==> src/hw/vpsc_map.svh <==
`ifndef VPSC_MAP_SVH
`define VPSC_MAP_SVH
// register offsets on the local control bus
`define VPSC_REG_STATUS 8'h01
`define VPSC_REG_CFG    8'h02
`define VPSC_REG_OFFS   8'h03
// config register fields
`define VPSC_CFG_PM     6
`define VPSC_CFG_BYP    5
`define VPSC_CFG_AUTO   4
`define VPSC_CFG_PORT   2
`define VPSC_CFG_EDGE   0
// status register fields
`define VPSC_ST_PWR     4
`define VPSC_ST_PORT    2
`define VPSC_ST_CLK     1
// reset values and codes
`define VPSC_CFG_RST    8'h00
`define VPSC_OFFS_RST   2'h0
`define VPSC_EDGE_FAST  2'h0
`define VPSC_PM_STBY    2'h1
`define VPSC_PM_LOWP    2'h2
`define VPSC_ADDR_BASE  6'h16
`define VPSC_BUS_IDLE   1'b1
`endif

==> src/hw/vpsc_pkg.sv <==
package vpsc_pkg;
  typedef enum logic [2:0] {
    I_IDLE, I_ADDR, I_ACKA, I_WRX, I_ACKW, I_RDAT, I_RACK
  } vpsc_i2c_type;
  typedef struct packed {
    logic mode_a, mode_b, pd_a, pd_b, hpd_a, hpd_b;
    logic [1:0] sel_a, sel_b, ovs_a, ovs_b;
    logic [3:0] pwr_a, pwr_b, cv_a, cv_b;
    logic scl_a, scl_b, scl_c, sda_a, sda_b, sda_c, adr_a, adr_b;
    logic [7:0] cfg;
    logic [1:0] offs, port, pport;
    logic [3:0] ppwr;
    logic pcv, irq;
    vpsc_i2c_type st;
    logic [3:0] cnt;
    logic [7:0] sh, ptr;
    logic rd, gotp, sda_oe;
    logic [3:0] clk_term, det_en, ddc_en, rx_en, data_term, hpd;
    logic link_en, hpd_oe, ind, irq_out;
    logic [1:0] edge_r, offs_out;
  } vpsc_state_type;
endpackage

==> src/hw/vpsc_ctl.sv <==
// Notes on behaviour
// selected port: clock term, detector, repeater on
// data terms and link only after clock valid
// unselected ports fully switched off
// no valid clock: data terms off, link hi-z
// mode pin high I2C, low GPIO
// control port is target only
// I2C mode: irq on status changes
// reading status register drops irq
// status shows power, port, clock detect
// I2C sets edge, offset, power, detect, port
// GPIO: port from two select lines
// GPIO: power state from low-power pin
// GPIO: fastest edge rate
// GPIO: offset from offset pin
// GPIO: irq mirrors selected clock valid
// detect bypass only in I2C mode
// controller keeps detect enabled normally
// four edge rates, fastest after reset
// hot-plug routing per port
// automatic port select only in I2C
// indicator follows selected port power
// select lines decode, first is upper
// low-power pin: everything high impedance; control target still answers, irq and indicator stay driven
// address from strap, two values
// standby via I2C keeps control, hot-plug
// all pin inputs synchronised first
// irq sticky until status read
`timescale 1ns/1ps
`default_nettype none
`include "vpsc_map.svh"
module vpsc_ctl (
  input  wire logic       CLK_SYS,
  input  wire logic       RESET,
  input  wire logic       I2C_MODE_SEL,
  input  wire logic       SOURCE_SELECT_LOW,
  input  wire logic       SOURCE_SELECT_HIGH,
  input  wire logic       POWER_DOWN_N,
  input  wire logic [3:0] SOURCE_POWER_SENSE,
  input  wire logic       SINK_HOTPLUG_IN,
  input  wire logic [3:0] CLOCK_VALID,
  input  wire logic       ADDR_STRAP,
  input  wire logic [1:0] OFFSET_PIN,
  input  wire logic       LOCAL_SCL,
  input  wire logic       LOCAL_SDA_IN,
  output logic            LOCAL_SDA_OUT,
  output logic            LOCAL_SDA_OE,
  output logic [3:0]      CLK_TERM_EN,
  output logic [3:0]      CLK_DETECT_EN,
  output logic [3:0]      DDC_REPEAT_EN,
  output logic [3:0]      RX_EN,
  output logic [3:0]      DATA_TERM_EN,
  output logic            LINK_OUT_EN,
  output logic [1:0]      EDGE_RATE,
  output logic [1:0]      OFFSET_SEL,
  output logic [3:0]      SOURCE_HOTPLUG_OUT,
  output logic            HOTPLUG_OE,
  output logic            SELECTED_POWER_INDICATOR,
  output logic            IRQ
);
  import vpsc_pkg::*;

  vpsc_state_type s_q, s_d;
  logic           i2c, sleep, stby, ok, evt, clr;
  logic [3:0]     oh;

  function automatic logic [7:0] rd_reg(input vpsc_state_type s, input logic [7:0] a,
                                        input logic okv);
    if (a == `VPSC_REG_STATUS) begin
      rd_reg = {s.pwr_b, s.port, okv, 1'b0};
    end else if (a == `VPSC_REG_CFG) begin
      rd_reg = s.cfg;
    end else if (a == `VPSC_REG_OFFS) begin
      rd_reg = {6'h00, s.offs};
    end else begin
      rd_reg = 8'h00;
    end
  endfunction

  // ********************************
  // control decisions
  // ********************************
  always_comb begin
    i2c  = s_q.mode_b;
    sleep = !s_q.pd_b ||
           (i2c && s_q.cfg[`VPSC_CFG_PM+1:`VPSC_CFG_PM] == `VPSC_PM_LOWP);
    stby = i2c && s_q.cfg[`VPSC_CFG_PM+1:`VPSC_CFG_PM] == `VPSC_PM_STBY;
    // bypass honoured only in I2C mode; GPIO keeps detection on
    ok   = s_q.cv_b[s_q.port] || (i2c && s_q.cfg[`VPSC_CFG_BYP]);
    oh   = 4'h1 << s_q.port;
    evt  = i2c && (s_q.pwr_b != s_q.ppwr || s_q.port != s_q.pport
                   || ok != s_q.pcv);
  end

  // ********************************
  // next state
  // ********************************
  always_comb begin
    logic rise, fall, start, stop;
    logic [7:0] nptr;
    s_d   = s_q;
    clr   = 1'b0;
    nptr  = s_q.ptr + 8'h01;
    rise  = s_q.scl_b && !s_q.scl_c;
    fall  = !s_q.scl_b && s_q.scl_c;
    start = s_q.scl_b && s_q.scl_c && s_q.sda_c && !s_q.sda_b;
    stop  = s_q.scl_b && s_q.scl_c && !s_q.sda_c && s_q.sda_b;
    // two-stage synchronisers on every pin input
    s_d.mode_a = I2C_MODE_SEL;       s_d.mode_b = s_q.mode_a;
    s_d.sel_a = {SOURCE_SELECT_HIGH, SOURCE_SELECT_LOW};
    s_d.sel_b = s_q.sel_a;
    s_d.pd_a = POWER_DOWN_N;         s_d.pd_b = s_q.pd_a;
    s_d.pwr_a = SOURCE_POWER_SENSE;  s_d.pwr_b = s_q.pwr_a;
    s_d.hpd_a = SINK_HOTPLUG_IN;     s_d.hpd_b = s_q.hpd_a;
    s_d.cv_a = CLOCK_VALID;          s_d.cv_b = s_q.cv_a;
    s_d.adr_a = ADDR_STRAP;          s_d.adr_b = s_q.adr_a;
    s_d.ovs_a = OFFSET_PIN;          s_d.ovs_b = s_q.ovs_a;
    s_d.scl_a = LOCAL_SCL;           s_d.scl_b = s_q.scl_a;
    s_d.sda_a = LOCAL_SDA_IN;        s_d.sda_b = s_q.sda_a;
    s_d.scl_c = s_q.scl_b;           s_d.sda_c = s_q.sda_b;

    // port choice
    if (!i2c) begin
      s_d.port = s_q.sel_b;
    end else if (s_q.cfg[`VPSC_CFG_AUTO]) begin
      // lowest-numbered powered source wins; none powered keeps the manual port
      s_d.port = s_q.cfg[`VPSC_CFG_PORT+1:`VPSC_CFG_PORT];
      for (int i = 3; i >= 0; i--) begin
        if (s_q.pwr_b[i]) begin
          s_d.port = 2'(i);
        end
      end
    end else begin
      s_d.port = s_q.cfg[`VPSC_CFG_PORT+1:`VPSC_CFG_PORT];
    end

    // ********************************
    // local control target
    // ********************************
    // only SDA is ever driven, and only low; SCL is never an output
    if (!i2c || stop) begin
      s_d.st = I_IDLE;
      s_d.sda_oe = 1'b0;
    end else if (start) begin
      s_d.st = I_ADDR;
      s_d.cnt = 4'h0;
      s_d.gotp = 1'b0;
      s_d.sda_oe = 1'b0;
    end else begin
      case (s_q.st)
        I_ADDR, I_WRX: begin
          if (rise) begin
            s_d.sh = {s_q.sh[6:0], s_q.sda_b};
            s_d.cnt = s_q.cnt + 4'h1;
          end else if (fall && s_q.cnt == 4'h8) begin
            s_d.sda_oe = 1'b1;
            if (s_q.st == I_ADDR) begin
              if (s_q.sh[7:1] == {`VPSC_ADDR_BASE, s_q.adr_b}) begin
                s_d.rd = s_q.sh[0];
                s_d.st = I_ACKA;
              end else begin
                s_d.sda_oe = 1'b0;
                s_d.st = I_IDLE;
              end
            end else begin
              s_d.st = I_ACKW;
              if (!s_q.gotp) begin
                s_d.ptr = s_q.sh;
                s_d.gotp = 1'b1;
              end else begin
                s_d.ptr = nptr;
                if (s_q.ptr == `VPSC_REG_CFG) begin
                  s_d.cfg = s_q.sh;
                end else if (s_q.ptr == `VPSC_REG_OFFS) begin
                  s_d.offs = s_q.sh[1:0];
                end
              end
            end
          end
        end
        I_ACKA: begin
          if (fall) begin
            s_d.cnt = 4'h0;
            s_d.sda_oe = 1'b0;
            s_d.st = I_WRX;
            if (s_q.rd) begin
              s_d.sh = rd_reg(s_q, s_q.ptr, ok);
              s_d.sda_oe = !s_d.sh[7];
              s_d.st = I_RDAT;
              clr = s_q.ptr == `VPSC_REG_STATUS;
            end
          end
        end
        I_ACKW: begin
          if (fall) begin
            s_d.cnt = 4'h0;
            s_d.sda_oe = 1'b0;
            s_d.st = I_WRX;
          end
        end
        I_RDAT: begin
          if (rise) begin
            s_d.cnt = s_q.cnt + 4'h1;
          end else if (fall && s_q.cnt == 4'h8) begin
            s_d.sda_oe = 1'b0;
            s_d.st = I_RACK;
          end else if (fall) begin
            s_d.sh = {s_q.sh[6:0], 1'b0};
            s_d.sda_oe = !s_q.sh[6];
          end
        end
        I_RACK: begin
          if (rise && s_q.sda_b) begin
            s_d.st = I_IDLE;
          end else if (fall) begin
            s_d.ptr = nptr;
            s_d.cnt = 4'h0;
            s_d.sh = rd_reg(s_q, nptr, ok);
            s_d.sda_oe = !s_d.sh[7];
            s_d.st = I_RDAT;
            clr = nptr == `VPSC_REG_STATUS;
          end
        end
        default: s_d.st = I_IDLE;
      endcase
    end

    // ********************************
    // interrupt and outputs
    // ********************************
    s_d.ppwr = s_q.pwr_b;
    s_d.pport = s_q.port;
    s_d.pcv = ok;
    // a change seen in the clearing cycle still raises the request
    s_d.irq = i2c && ((s_q.irq && !clr) || evt);
    s_d.irq_out = i2c ? s_q.irq : ok;

    s_d.ddc_en = sleep ? 4'h0 : oh;
    s_d.clk_term = (sleep || stby) ? 4'h0 : oh;
    s_d.det_en = s_d.clk_term;
    s_d.rx_en = s_d.clk_term;
    s_d.link_en = !sleep && !stby && ok;
    s_d.data_term = s_d.link_en ? oh : 4'h0;
    s_d.hpd_oe = !sleep;
    for (int i = 0; i < 4; i++) begin
      s_d.hpd[i] = (2'(i) == s_q.port) ? s_q.hpd_b : s_q.pwr_b[i];
    end
    s_d.ind = s_q.pwr_b[s_q.port];
    s_d.edge_r = i2c ? s_q.cfg[`VPSC_CFG_EDGE+1:`VPSC_CFG_EDGE] : `VPSC_EDGE_FAST;
    s_d.offs_out = i2c ? s_q.offs : s_q.ovs_b;
  end

  always_ff @(posedge CLK_SYS or posedge RESET) begin
    if (RESET) begin
      s_q      <= '0;
      s_q.cfg  <= `VPSC_CFG_RST;
      s_q.offs <= `VPSC_OFFS_RST;
      // bus sync flops start at the idle level, so no false edge follows reset
      s_q.scl_a <= `VPSC_BUS_IDLE;
      s_q.scl_b <= `VPSC_BUS_IDLE;
      s_q.scl_c <= `VPSC_BUS_IDLE;
      s_q.sda_a <= `VPSC_BUS_IDLE;
      s_q.sda_b <= `VPSC_BUS_IDLE;
      s_q.sda_c <= `VPSC_BUS_IDLE;
    end else begin
      s_q <= s_d;
    end
  end

  assign LOCAL_SDA_OUT = 1'b0;
  assign LOCAL_SDA_OE = s_q.sda_oe;
  assign CLK_TERM_EN = s_q.clk_term;
  assign CLK_DETECT_EN = s_q.det_en;
  assign DDC_REPEAT_EN = s_q.ddc_en;
  assign RX_EN = s_q.rx_en;
  assign DATA_TERM_EN = s_q.data_term;
  assign LINK_OUT_EN = s_q.link_en;
  assign EDGE_RATE = s_q.edge_r;
  assign OFFSET_SEL = s_q.offs_out;
  assign SOURCE_HOTPLUG_OUT = s_q.hpd;
  assign HOTPLUG_OE = s_q.hpd_oe;
  assign SELECTED_POWER_INDICATOR = s_q.ind;
  assign IRQ = s_q.irq_out;
endmodule
`default_nettype wire

==> config.mk <==
export PLATFORM = sky130hd
export DESIGN_NAME = vpsc_ctl
export DESIGN_NICKNAME = d
export VERILOG_FILES = /design/src/hw/vpsc_pkg.sv /design/src/hw/vpsc_ctl.sv
export VERILOG_INCLUDE_DIRS = /design/src /design/src/hw
export SDC_FILE = /design/constraint.sdc
export NUM_CORES = 1
export LEC_CHECK = 0
export ABC_CLOCK_PERIOD_IN_PS = 6500
export BUFFER_PORTS_ARGS = -buffer_cell sky130_fd_sc_hd__buf_2
export CAP_MARGIN = 15
export CORE_AREA = 2 2 83 145
export DETAILED_ROUTE_END_ITERATION = 10
export DIE_AREA = 0 0 85 147
export SLEW_MARGIN = 0
export SYNTH_ARGS = -nofsm -noshare
export SYNTH_HDL_FRONTEND = slang
export SYNTH_SLANG_ARGS = --single-unit
==> constraint.sdc <==
create_clock -name CLK_SYS -period 6.5 [get_ports CLK_SYS]
set_input_delay 1.3 -clock CLK_SYS [delete_from_list [all_inputs] [get_ports CLK_SYS]]
set_output_delay 1.3 -clock CLK_SYS [all_outputs]
set_load 0.01 [all_outputs]
Word level (Yosys, flattened, before mapping) --
Index checks and enable logic that the tools add are counted.
Word-level totals: bits in registers 108, bits in latches 0, memory bits (writable) 0, bits in read-only memories 0, input port bits 20, output and inout port bits 34, word-level logic and storage cells 247, memories 0
Operators by class: add/subtract/negate cells 2, multipliers 0, divide/modulo/power cells 0, $lt $le $gt $ge 1, equality and inequality tests 51, shifts and indexed selects 1, multiplexer cells 88, bitwise gates (word level) 5, reduce and logical (&&, ||, !) cells 53
Operators with widths (count):
- 2-to-1 mux 8 bit | 20
- equality test 8 x 2 -> 1 bit (second input constant) | 4
- inequality test 4 bit (second input constant) | 8
- case mux 8 bit (4 select lines) | 1
- 2-to-1 mux 1 bit | 28
- 2-to-1 mux 2 bit | 12
- 2-to-1 mux 3 bit | 8
- inequality test 2 bit (second input constant) | 12
- AND reduction 8 bit | 3
- 2-to-1 mux 23 bit | 1
- 2-to-1 mux 11 bit | 2
- 2-to-1 mux 20 bit | 1
- case mux 4 bit (5 select lines) | 1
- inequality test 3 bit (second input constant) | 6
- AND reduction 9 bit | 2
- logical AND 1 bit | 17
- equality test 8 x 1 -> 1 bit (second input constant) | 2
- 2-to-1 mux 4 bit | 4
- case mux 8 bit (2 select lines) | 1
- 2-to-1 mux 15 bit | 1
- case mux 3 bit (5 select lines) | 1
- 2-to-1 mux 7 bit | 2
- AND reduction 7 bit | 2
- zero test 1 bit | 12
- other kinds (32) | 50

Logic depth before layout (Yosys ltp) --
Gate-level depths: netlist of run 1.
depth after elaboration 16, depth in mapped cells 9, depth with buffers taken out 8

Least setup slack after synthesis of run 1 --
OpenSTA, ideal clock, no wires.
path kind register -> register, start point register s_q[35] (netlist name), end point register s_q[45] (netlist name), setup time 0.094 ns, arrival time 2.252 ns, data required time 6.406 ns, slack 4.154 ns, cell stages (with the launch flop) 8, path buffers 0, period minus slack after synthesis 2.346 ns, cell sequence dfrtp_1 > ha_1 > a311oi_1 > a31oi_1 > or4b_4 > o41ai_4 > nand2_1 > a221oi_2
On the way: word-level cells in the longest chain between the ends 12, elaborated cells between the ends (all ways) 24, those cells by class add/sub: 1; eq/ne: 4; mux: 19
Ends and longest elaborated chain:
- from (decl) | RTL line vpsc_ctl.sv:63 | vpsc_state_type s_q, s_d;
- adder 8 x 1 -> 8 bit | RTL line vpsc_ctl.sv:103 | nptr = s_q.ptr + 8'h01;
- equality test 8 x 2 -> 1 bit (no source line)
- 2-to-1 mux 8 bit | RTL line vpsc_ctl.sv:71 | end else if (a == `VPSC_REG_CFG) begin
- 2-to-1 mux 8 bit | RTL line vpsc_ctl.sv:69 | if (a == `VPSC_REG_STATUS) begin
- 2-to-1 mux 8 bit | RTL line vpsc_ctl.sv:215 | end else if (fall) begin
- 2-to-1 mux 8 bit | RTL line vpsc_ctl.sv:213 | if (rise && s_q.sda_b) begin
- 2-to-1 mux 8 bit | RTL line vpsc_ctl.sv:150 | case (s_q.st)
- 2-to-1 mux 8 bit | RTL line vpsc_ctl.sv:144 | end else if (start) begin
- 2-to-1 mux 8 bit | RTL line vpsc_ctl.sv:141 | if (!i2c || stop) begin
- 2-to-1 mux 23 bit | RTL line vpsc_ctl.sv:215
- 2-to-1 mux 20 bit | RTL line vpsc_ctl.sv:213
- case mux 8 bit (4 select lines) * | RTL line vpsc_ctl.sv:150
Mark *: on every way between the ends. The rest lies on a longest branch, timed or not. The select of a mux whose other input is x is not followed. A chain may end at the register's enable or synchronous reset.

Final worst setup path of run 1 --
start point register s_q[56] (netlist name), end point register s_q[49] (netlist name)
On the way: word-level cells in the longest chain between the ends 4, elaborated cells between the ends (all ways) 17, those cells by class eq/ne: 13; mux: 1; reduce/logical: 3
Ends and longest elaborated chain (RTL line):
- equality test 3 x 1 -> 1 bit / equality test 3 x 2 -> 1 bit (equally long branches) | vpsc_ctl.sv:150
- OR reduction 2 bit | vpsc_ctl.sv:150
- nonzero test 4 bit (no source line) / inequality test 2 bit (equally long branches)
- AND reduction 11 bit (no source line)
Parallel ways exist; a longest one is shown, timed or not.

==> summary.json, run 1 <==
{
  "detailed_route_via_count": 3647,
  "core-area_sq_mm": 0.0114,
  "die_x_um": 85,
  "grt.overflow.total": 0,
  "worst_pin_slew_ps": 858,
  "synth.avg_cell_area_sq_um": 10.8,
  "ys_seq_elements": 108,
  "finalWorstSetupSlack_ps": 3620,
  "ir_drop_v": 0.000167,
  "n_antenna_cell": 0,
  "reg2reg_from": "s_q[56]",
  "boundaryPins": 54,
  "vias_per_cell": 5.77,
  "post_drt_wl_per_cell_um": 18.9,
  "path_cells": "inv_1, nor2_1, a22oi_1, a2111o_1, a211oi_1, a221oi_2",
  "synth_mux_area_frac": 0.0542,
  "wl_um": 12000,
  "antenna_found_initial": 0,
  "hold_path_startpoint": "s_d[102]",
  "critical_path_arrival_ps": 3080,
  "hold_depth": 0,
  "slew_viol_final": 0,
  "post_synth_xor_area_fraction": 0.0238,
  "detailedRoute.firstIterationViolations": 237,
  "fin_total_pwr_mw": 1.34,
  "power_density_mw_per_mm2": 241,
  "fp.dieH_um": 147,
  "fin_crit_sh": 0.443,
  "cts_tree": "done",
  "post-cts-setup-buffers": 0,
  "critical_path_peak_fanout": 22,
  "cts_hold_repair.buffers": 0,
  "dp_hpwl_um": 8740,
  "status": "finished clean",
  "min_period_ps": 2880,
  "cts_buf_count": 9,
  "cts_buffer_depth": 2,
  "synth_adder_area_share": 0.0165,
  "initial_utilization": 0.452,
  "ys_seq_area_frac": 0.527,
  "critical_path.slowest_cell": "a2111o_1",
  "rsz0062_at_grt": "no",
  "total_track_usage": 0.200,
  "setup_viol": 0,
  "post_syn_area_sq_mm": 0.00514,
  "type_of_the_worst_setup_path": "reg2reg",
  "ys_async_sr_fraction": 1.00,
  "synthesis.instances": 477,
  "timing.hold.worst.class": "reg2reg",
  "worstSkewPairLatency_ps": 350,
  "yosys.area_share.simple": 0.131,
  "clock-skew-final_ps": 8.55,
  "count_of_different_cell_masters_after_synthesis": 63,
  "cts_htree_levels": 3,
  "cp_num_buf_inv": 1,
  "cap_viol_max_count": 0,
  "floorplan.rows": 52,
  "maxSlewHeadroom": 0.426,
  "place.gp.congestion": 0.934,
  "compound_gate_portion_of_the_synthesized_area": 0.165,
  "critical-path-top-delay-family": "compound AO/OA/AOI/OAI gates",
  "pin_count_of_the_biggest_net_entering_global_routing": 57,
  "dr_drc_count": 0,
  "setup_tns_ps": 0,
  "reg2reg_to": "s_q[49]",
  "flow.area_growth_from_synthesis_pct": 8.27,
  "hold_ws_ps": 352,
  "synth_enable_flop_cells": 0,
  "critical-path-max-stage-delay_ps": 730,
  "root_buffer": "clkbuf_16",
  "whs_endpoint": "s_q[102]",
  "cp-start-kind": "flop",
  "p_leak_nw": 2.47,
  "number_of_gates_given_a_new_drive_strength_after_cts": 0,
  "finish.utilization": 0.489,
  "hold_violations": 0,
  "number_of_global_route_vias_before_repair": 3631,
  "rrSetupSlack_ps": 3620,
  "ys_warn_count": 0,
  "end_kind": "flop",
  "reg2regPathDepth": 6,
  "timing.fmax_mhz": 347,
  "yosys_most_used_dff": "dfrtp_1",
  "design.final.nets": 518,
  "cts.clk_slew.worst_paths_ps": 70,
  "critical_path_required_ps": 6700,
  "place_ws_ps": 3690,
  "drt_first_pass_iters": 8,
  "syn_nets": 503,
  "synth_top_family_by_area": "compound AO/OA/AOI/OAI gates",
  "fraction_of_final_layout_cells_with_drive_strength_greater_than_1": 0.219,
  "port_buffers": 52,
  "ant_nets": 0,
  "fp.dieArea_sq_mm": 0.0125,
  "clock-sinks": 108,
  "first_pass_grt_wire_length_um": 19300
}
## cell usage after synthesis, types with 2 or more instances
library cell    n  area (sq um)
nor2_1         19          71.3
and3_1          6          37.5
o21a_1          3          22.5
nand3b_1        2          15.0
nand3_1        12          60.1
dfstp_2         6           158
a21o_1          3          22.5
a31oi_1         4          25.0
inv_1          27           101
and2_1          2          12.5
buf_2          10          50.1
or3_1           5          31.3
mux2i_1         2          20.0
ha_1            6          75.1
a221oi_2        5          75.1
nand4_1         5          31.3
clkbuf_1        9          33.8
nor4_1          3          18.8
o22ai_1         4          25.0
o21ai_1         4          20.0
nor2b_1         7          43.8
o31a_1          2          17.5
nand2b_1        7          43.8
xor2_1          4          35.0
a22o_1          6          52.6
nor3_1         19          95.1
a211oi_1        6          45.0
a221oi_1        3          26.3
xnor2_1        10          87.6
buf_4          30           225
mux2_1          2          22.5
mux2_2         17           191
a21oi_1        22           110
o21ai_0        28           140
dfrtp_1       102          2550
o211ai_1        8          60.1
nand2_1        34           128
mux4_2          2          45.0
o2bb2ai_1       2          17.5
o31ai_1         2          15.0
a22oi_1         5          37.5
## final cells by class
type                    instances  area (sq um)
well taps                     135           169
clock inverters                 6          60.1
clock buffers                  10           239
repair buffers                 54           275
fillers                      1061          5820
flip-flops and latches        108          2710
inverters                      27           104
multi-input cells             292          2010
## flip-flops by register name, summed over array words and instances, names as in the netlist, 2 cells and up
signal	flops
s_q	56
RX_EN	4
s_d	26
OFFSET_SEL	2
DDC_REPEAT_EN	4
SOURCE_HOTPLUG_OUT	4
EDGE_RATE	2
DATA_TERM_EN	4
## stage by stage
step	area, sq um	std cells
global placement	5270	616
finish	5570	632
floorplan	5140	477
CTS	5570	632
detailed placement	5270	616
global route	5570	632
## metal layers
layer  routed length [um]  GRT usage
met5                    0          0
met4                  469     0.0984
met3                  389     0.0326
met2                 6680      0.363
met1                 4440      0.220
## where the power goes
part	leakage, nW	switching (mW)	internal, mW	total, mW
clock network	0.140	0.257	0.278	0.535
registers	1.36	0.0202	0.701	0.721
logic	0.970	0.0514	0.0323	0.0838
total	2.47	0.329	1.01	1.34
## worst max-delay path by stage
| stage | from | endpoint | slack (ps) | cells past startpoint |
|---|---|---|---|---|
| global route | s_q[56] | s_q[48] | 3370 | 6 |
| finish | s_q[56] | s_q[49] | 3620 | 6 |
| detailed placement | s_q[56] | s_q[49] | 3690 | 6 |
| global placement | s_q[55] | s_q[42] | 3640 | 6 |
| CTS | s_q[56] | s_q[49] | 3680 | 6 |
| floorplan | RESET | DATA_TERM_EN[0] | 2360 | 1 |
## cell usage in the layout (no fill, tap or decap), types with 5 or more instances in the layout
cell type    n
a211oi_1     6
a21oi_1     22
a221oi_2     5
a22o_1       6
a22oi_1      5
and3_1       6
buf_2       52
clkbuf_16    9
dfrtp_1    102
dfstp_2      6
ha_1         6
inv_1       26
mux2_2      17
nand2_1     34
nand2b_1     7
nand3_1     12
nand4_1      5
nor2_1      19
nor2b_1      7
nor3_1      19
o211ai_1     8
o21ai_0     28
or3_1        5
xnor2_1     10
## kinds of logic after synthesis
kind of cell | after synthesis
xor+xnor | 14
buf+inv | 77
mux | 23
simple gates | 129
other cells | 1
flops | 108
compound gates | 118
fa+ha+maj | 7
(Power assumes the default switching activity.)
==> run 2, diff against run 1 <==
- ABC_CLOCK_PERIOD_IN_PS: 6500 -> 2780
- clock period: 6.5 -> 2.78 ns (I/O delays scaled with it)
==> summary.json, run 2 (same netlist as run 1, synthesis figures left out) <==
{
  "status": "finished clean",
  "reg2reg_from": "s_q[35]",
  "root_buffer": "clkbuf_16",
  "post_drt_wl_per_cell_um": 18.7,
  "drt_first_pass_iters": 4,
  "critical_path_required_ps": 3020,
  "critical_path_peak_fanout": 7,
  "hold_depth": 1,
  "layout_commonest_cell": "dfrtp_1",
  "flow.area_growth_from_synthesis_pct": 10.8,
  "end_kind": "flop",
  "first_pass_grt_wire_length_um": 19500,
  "core-area_sq_mm": 0.0114,
  "reg2reg_to": "s_q[44]",
  "final.fill_count": 1019,
  "number_of_global_route_vias_before_repair": 3826,
  "dr_drc_count": 0,
  "cts_htree_levels": 3,
  "floorplan.rows": 52,
  "total_track_usage": 0.202,
  "whs_endpoint": "s_d[81]",
  "port_buffers": 52,
  "wl_um": 12100,
  "antenna_found_initial": 0,
  "grt.overflow.total": 0,
  "boundaryPins": 54,
  "rsz0062_at_grt": "no",
  "rrSetupSlack_ps": 110,
  "clock-skew-final_ps": 9.43,
  "reg2regPathDepth": 7,
  "design.final.nets": 534,
  "hold_violations": 0,
  "dp_hpwl_um": 8840,
  "worst_pin_slew_ps": 938,
  "n_antenna_cell": 0,
  "detailedRoute.firstIterationViolations": 154,
  "cts.clk_slew.worst_paths_ps": 80,
  "cts_tree": "done",
  "timing.fmax_mhz": 375,
  "worstSkewPairLatency_ps": 350,
  "multi_input_comb_area_sq_mm": 0.00202,
  "p_leak_nw": 2.55,
  "cp-start-kind": "flop",
  "cts_buf_count": 9,
  "detailed_route_via_count": 3717,
  "max_flop_register": "s_q",
  "power_density_mw_per_mm2": 549,
  "hold_path_startpoint": "LOCAL_SDA_IN",
  "min_period_ps": 2670,
  "place.gp.congestion": 0.896,
  "ant_nets": 0,
  "cap_viol_max_count": 0,
  "post-cts-setup-buffers": 0,
  "cts_hold_repair.buffers": 0,
  "timing.hold.worst.class": "in2reg",
  "finish.utilization": 0.500,
  "critical_path_arrival_ps": 2910,
  "largest_register_ff_count": 56,
  "die_x_um": 85,
  "pin_count_of_the_biggest_net_entering_global_routing": 109,
  "fp.dieH_um": 147,
  "initial_utilization": 0.452,
  "area.sequential_sq_mm": 0.00271,
  "fin_crit_sh": 0.960,
  "fraction_of_final_layout_cells_with_drive_strength_greater_than_1": 0.242,
  "setup_tns_ps": 0,
  "type_of_the_worst_setup_path": "reg2reg",
  "maxSlewHeadroom": 0.372,
  "ir_drop_v": 0.000395,
  "setup_viol": 0,
  "fp.dieArea_sq_mm": 0.0125,
  "cts_buffer_depth": 2,
  "clock-sinks": 108,
  "vias_per_cell": 5.74,
  "commonest_cells_after_routing_fill_and_taps_aside": "dfrtp_1 (102), buf_2 (52), nand2_1 (34), o21ai_0 (28), inv_1 (26)",
  "slew_viol_final": 0
}
-- run 2: area by class of cell --
cell class                      count  share of cell area
Timing Repair Buffer               70              0.0716
Clock inverter                      6             0.00988
Multi-Input combinational cell    292               0.355
Tap cell                          135              0.0296
Sequential cell                   108               0.476
Inverter                           27              0.0184
Clock buffer                       10              0.0402
-- run 2: where the power goes --
group | total (mW) | internal (mW) | leakage (nW) | switching (mW)
sequential | 1.68 | 1.64 | 1.36 | 0.0451
clock | 1.23 | 0.626 | 0.141 | 0.608
combinational | 0.207 | 0.0828 | 1.05 | 0.125
-- run 2: worst max path at each step --
stage / startpoint / to / cells past startpoint
floorplan: s_q[35] / s_q[45] / 7
global placement: s_q[35] / s_q[46] / 7
detailed placement: s_q[35] / s_q[49] / 7
CTS: s_q[35] / s_q[49] / 7
global route: s_q[35] / s_q[44] / 7
finish: s_q[35] / s_q[44] / 7
-- run 2: critical path, cell delays in order (launching register included) --
cell,delay (ps)
dfrtp_1,450
ha_1,300
a311oi_1,330
a31oi_1,70
or4b_4,600
nor3_1,380
a21oi_1,120
a221oi_1,300
-- run 2: per-stage QoR --
step	hold slack, ps	cell area [sq um]	setup WS [ps]	power (mW)	cells
final	299	5700	111	3.13	648
after global routing	287	5700	35.2	3.25	648
after CTS	285	5690	103	3.17	648
after detailed placement	335	5400	126	1.93	632
after global placement	332	5400	262	1.92	632
after floorplan	331	5150	434	1.85	477
-- run 2: layer usage --
layer,vias up,routed length [um],GRT usage
met5,-,0,0
met4,0,563,0.113
met3,35,451,0.0331
met2,112,6740,0.376
met1,1830,4390,0.209
li1,1740,-,-
-- run 2: repair_timing --
item / in CTS / in global routing
endpoints found under the setup margin: 0 / 3
resized for setup: 0 / 1
hold endpoints to repair: 0 / 0
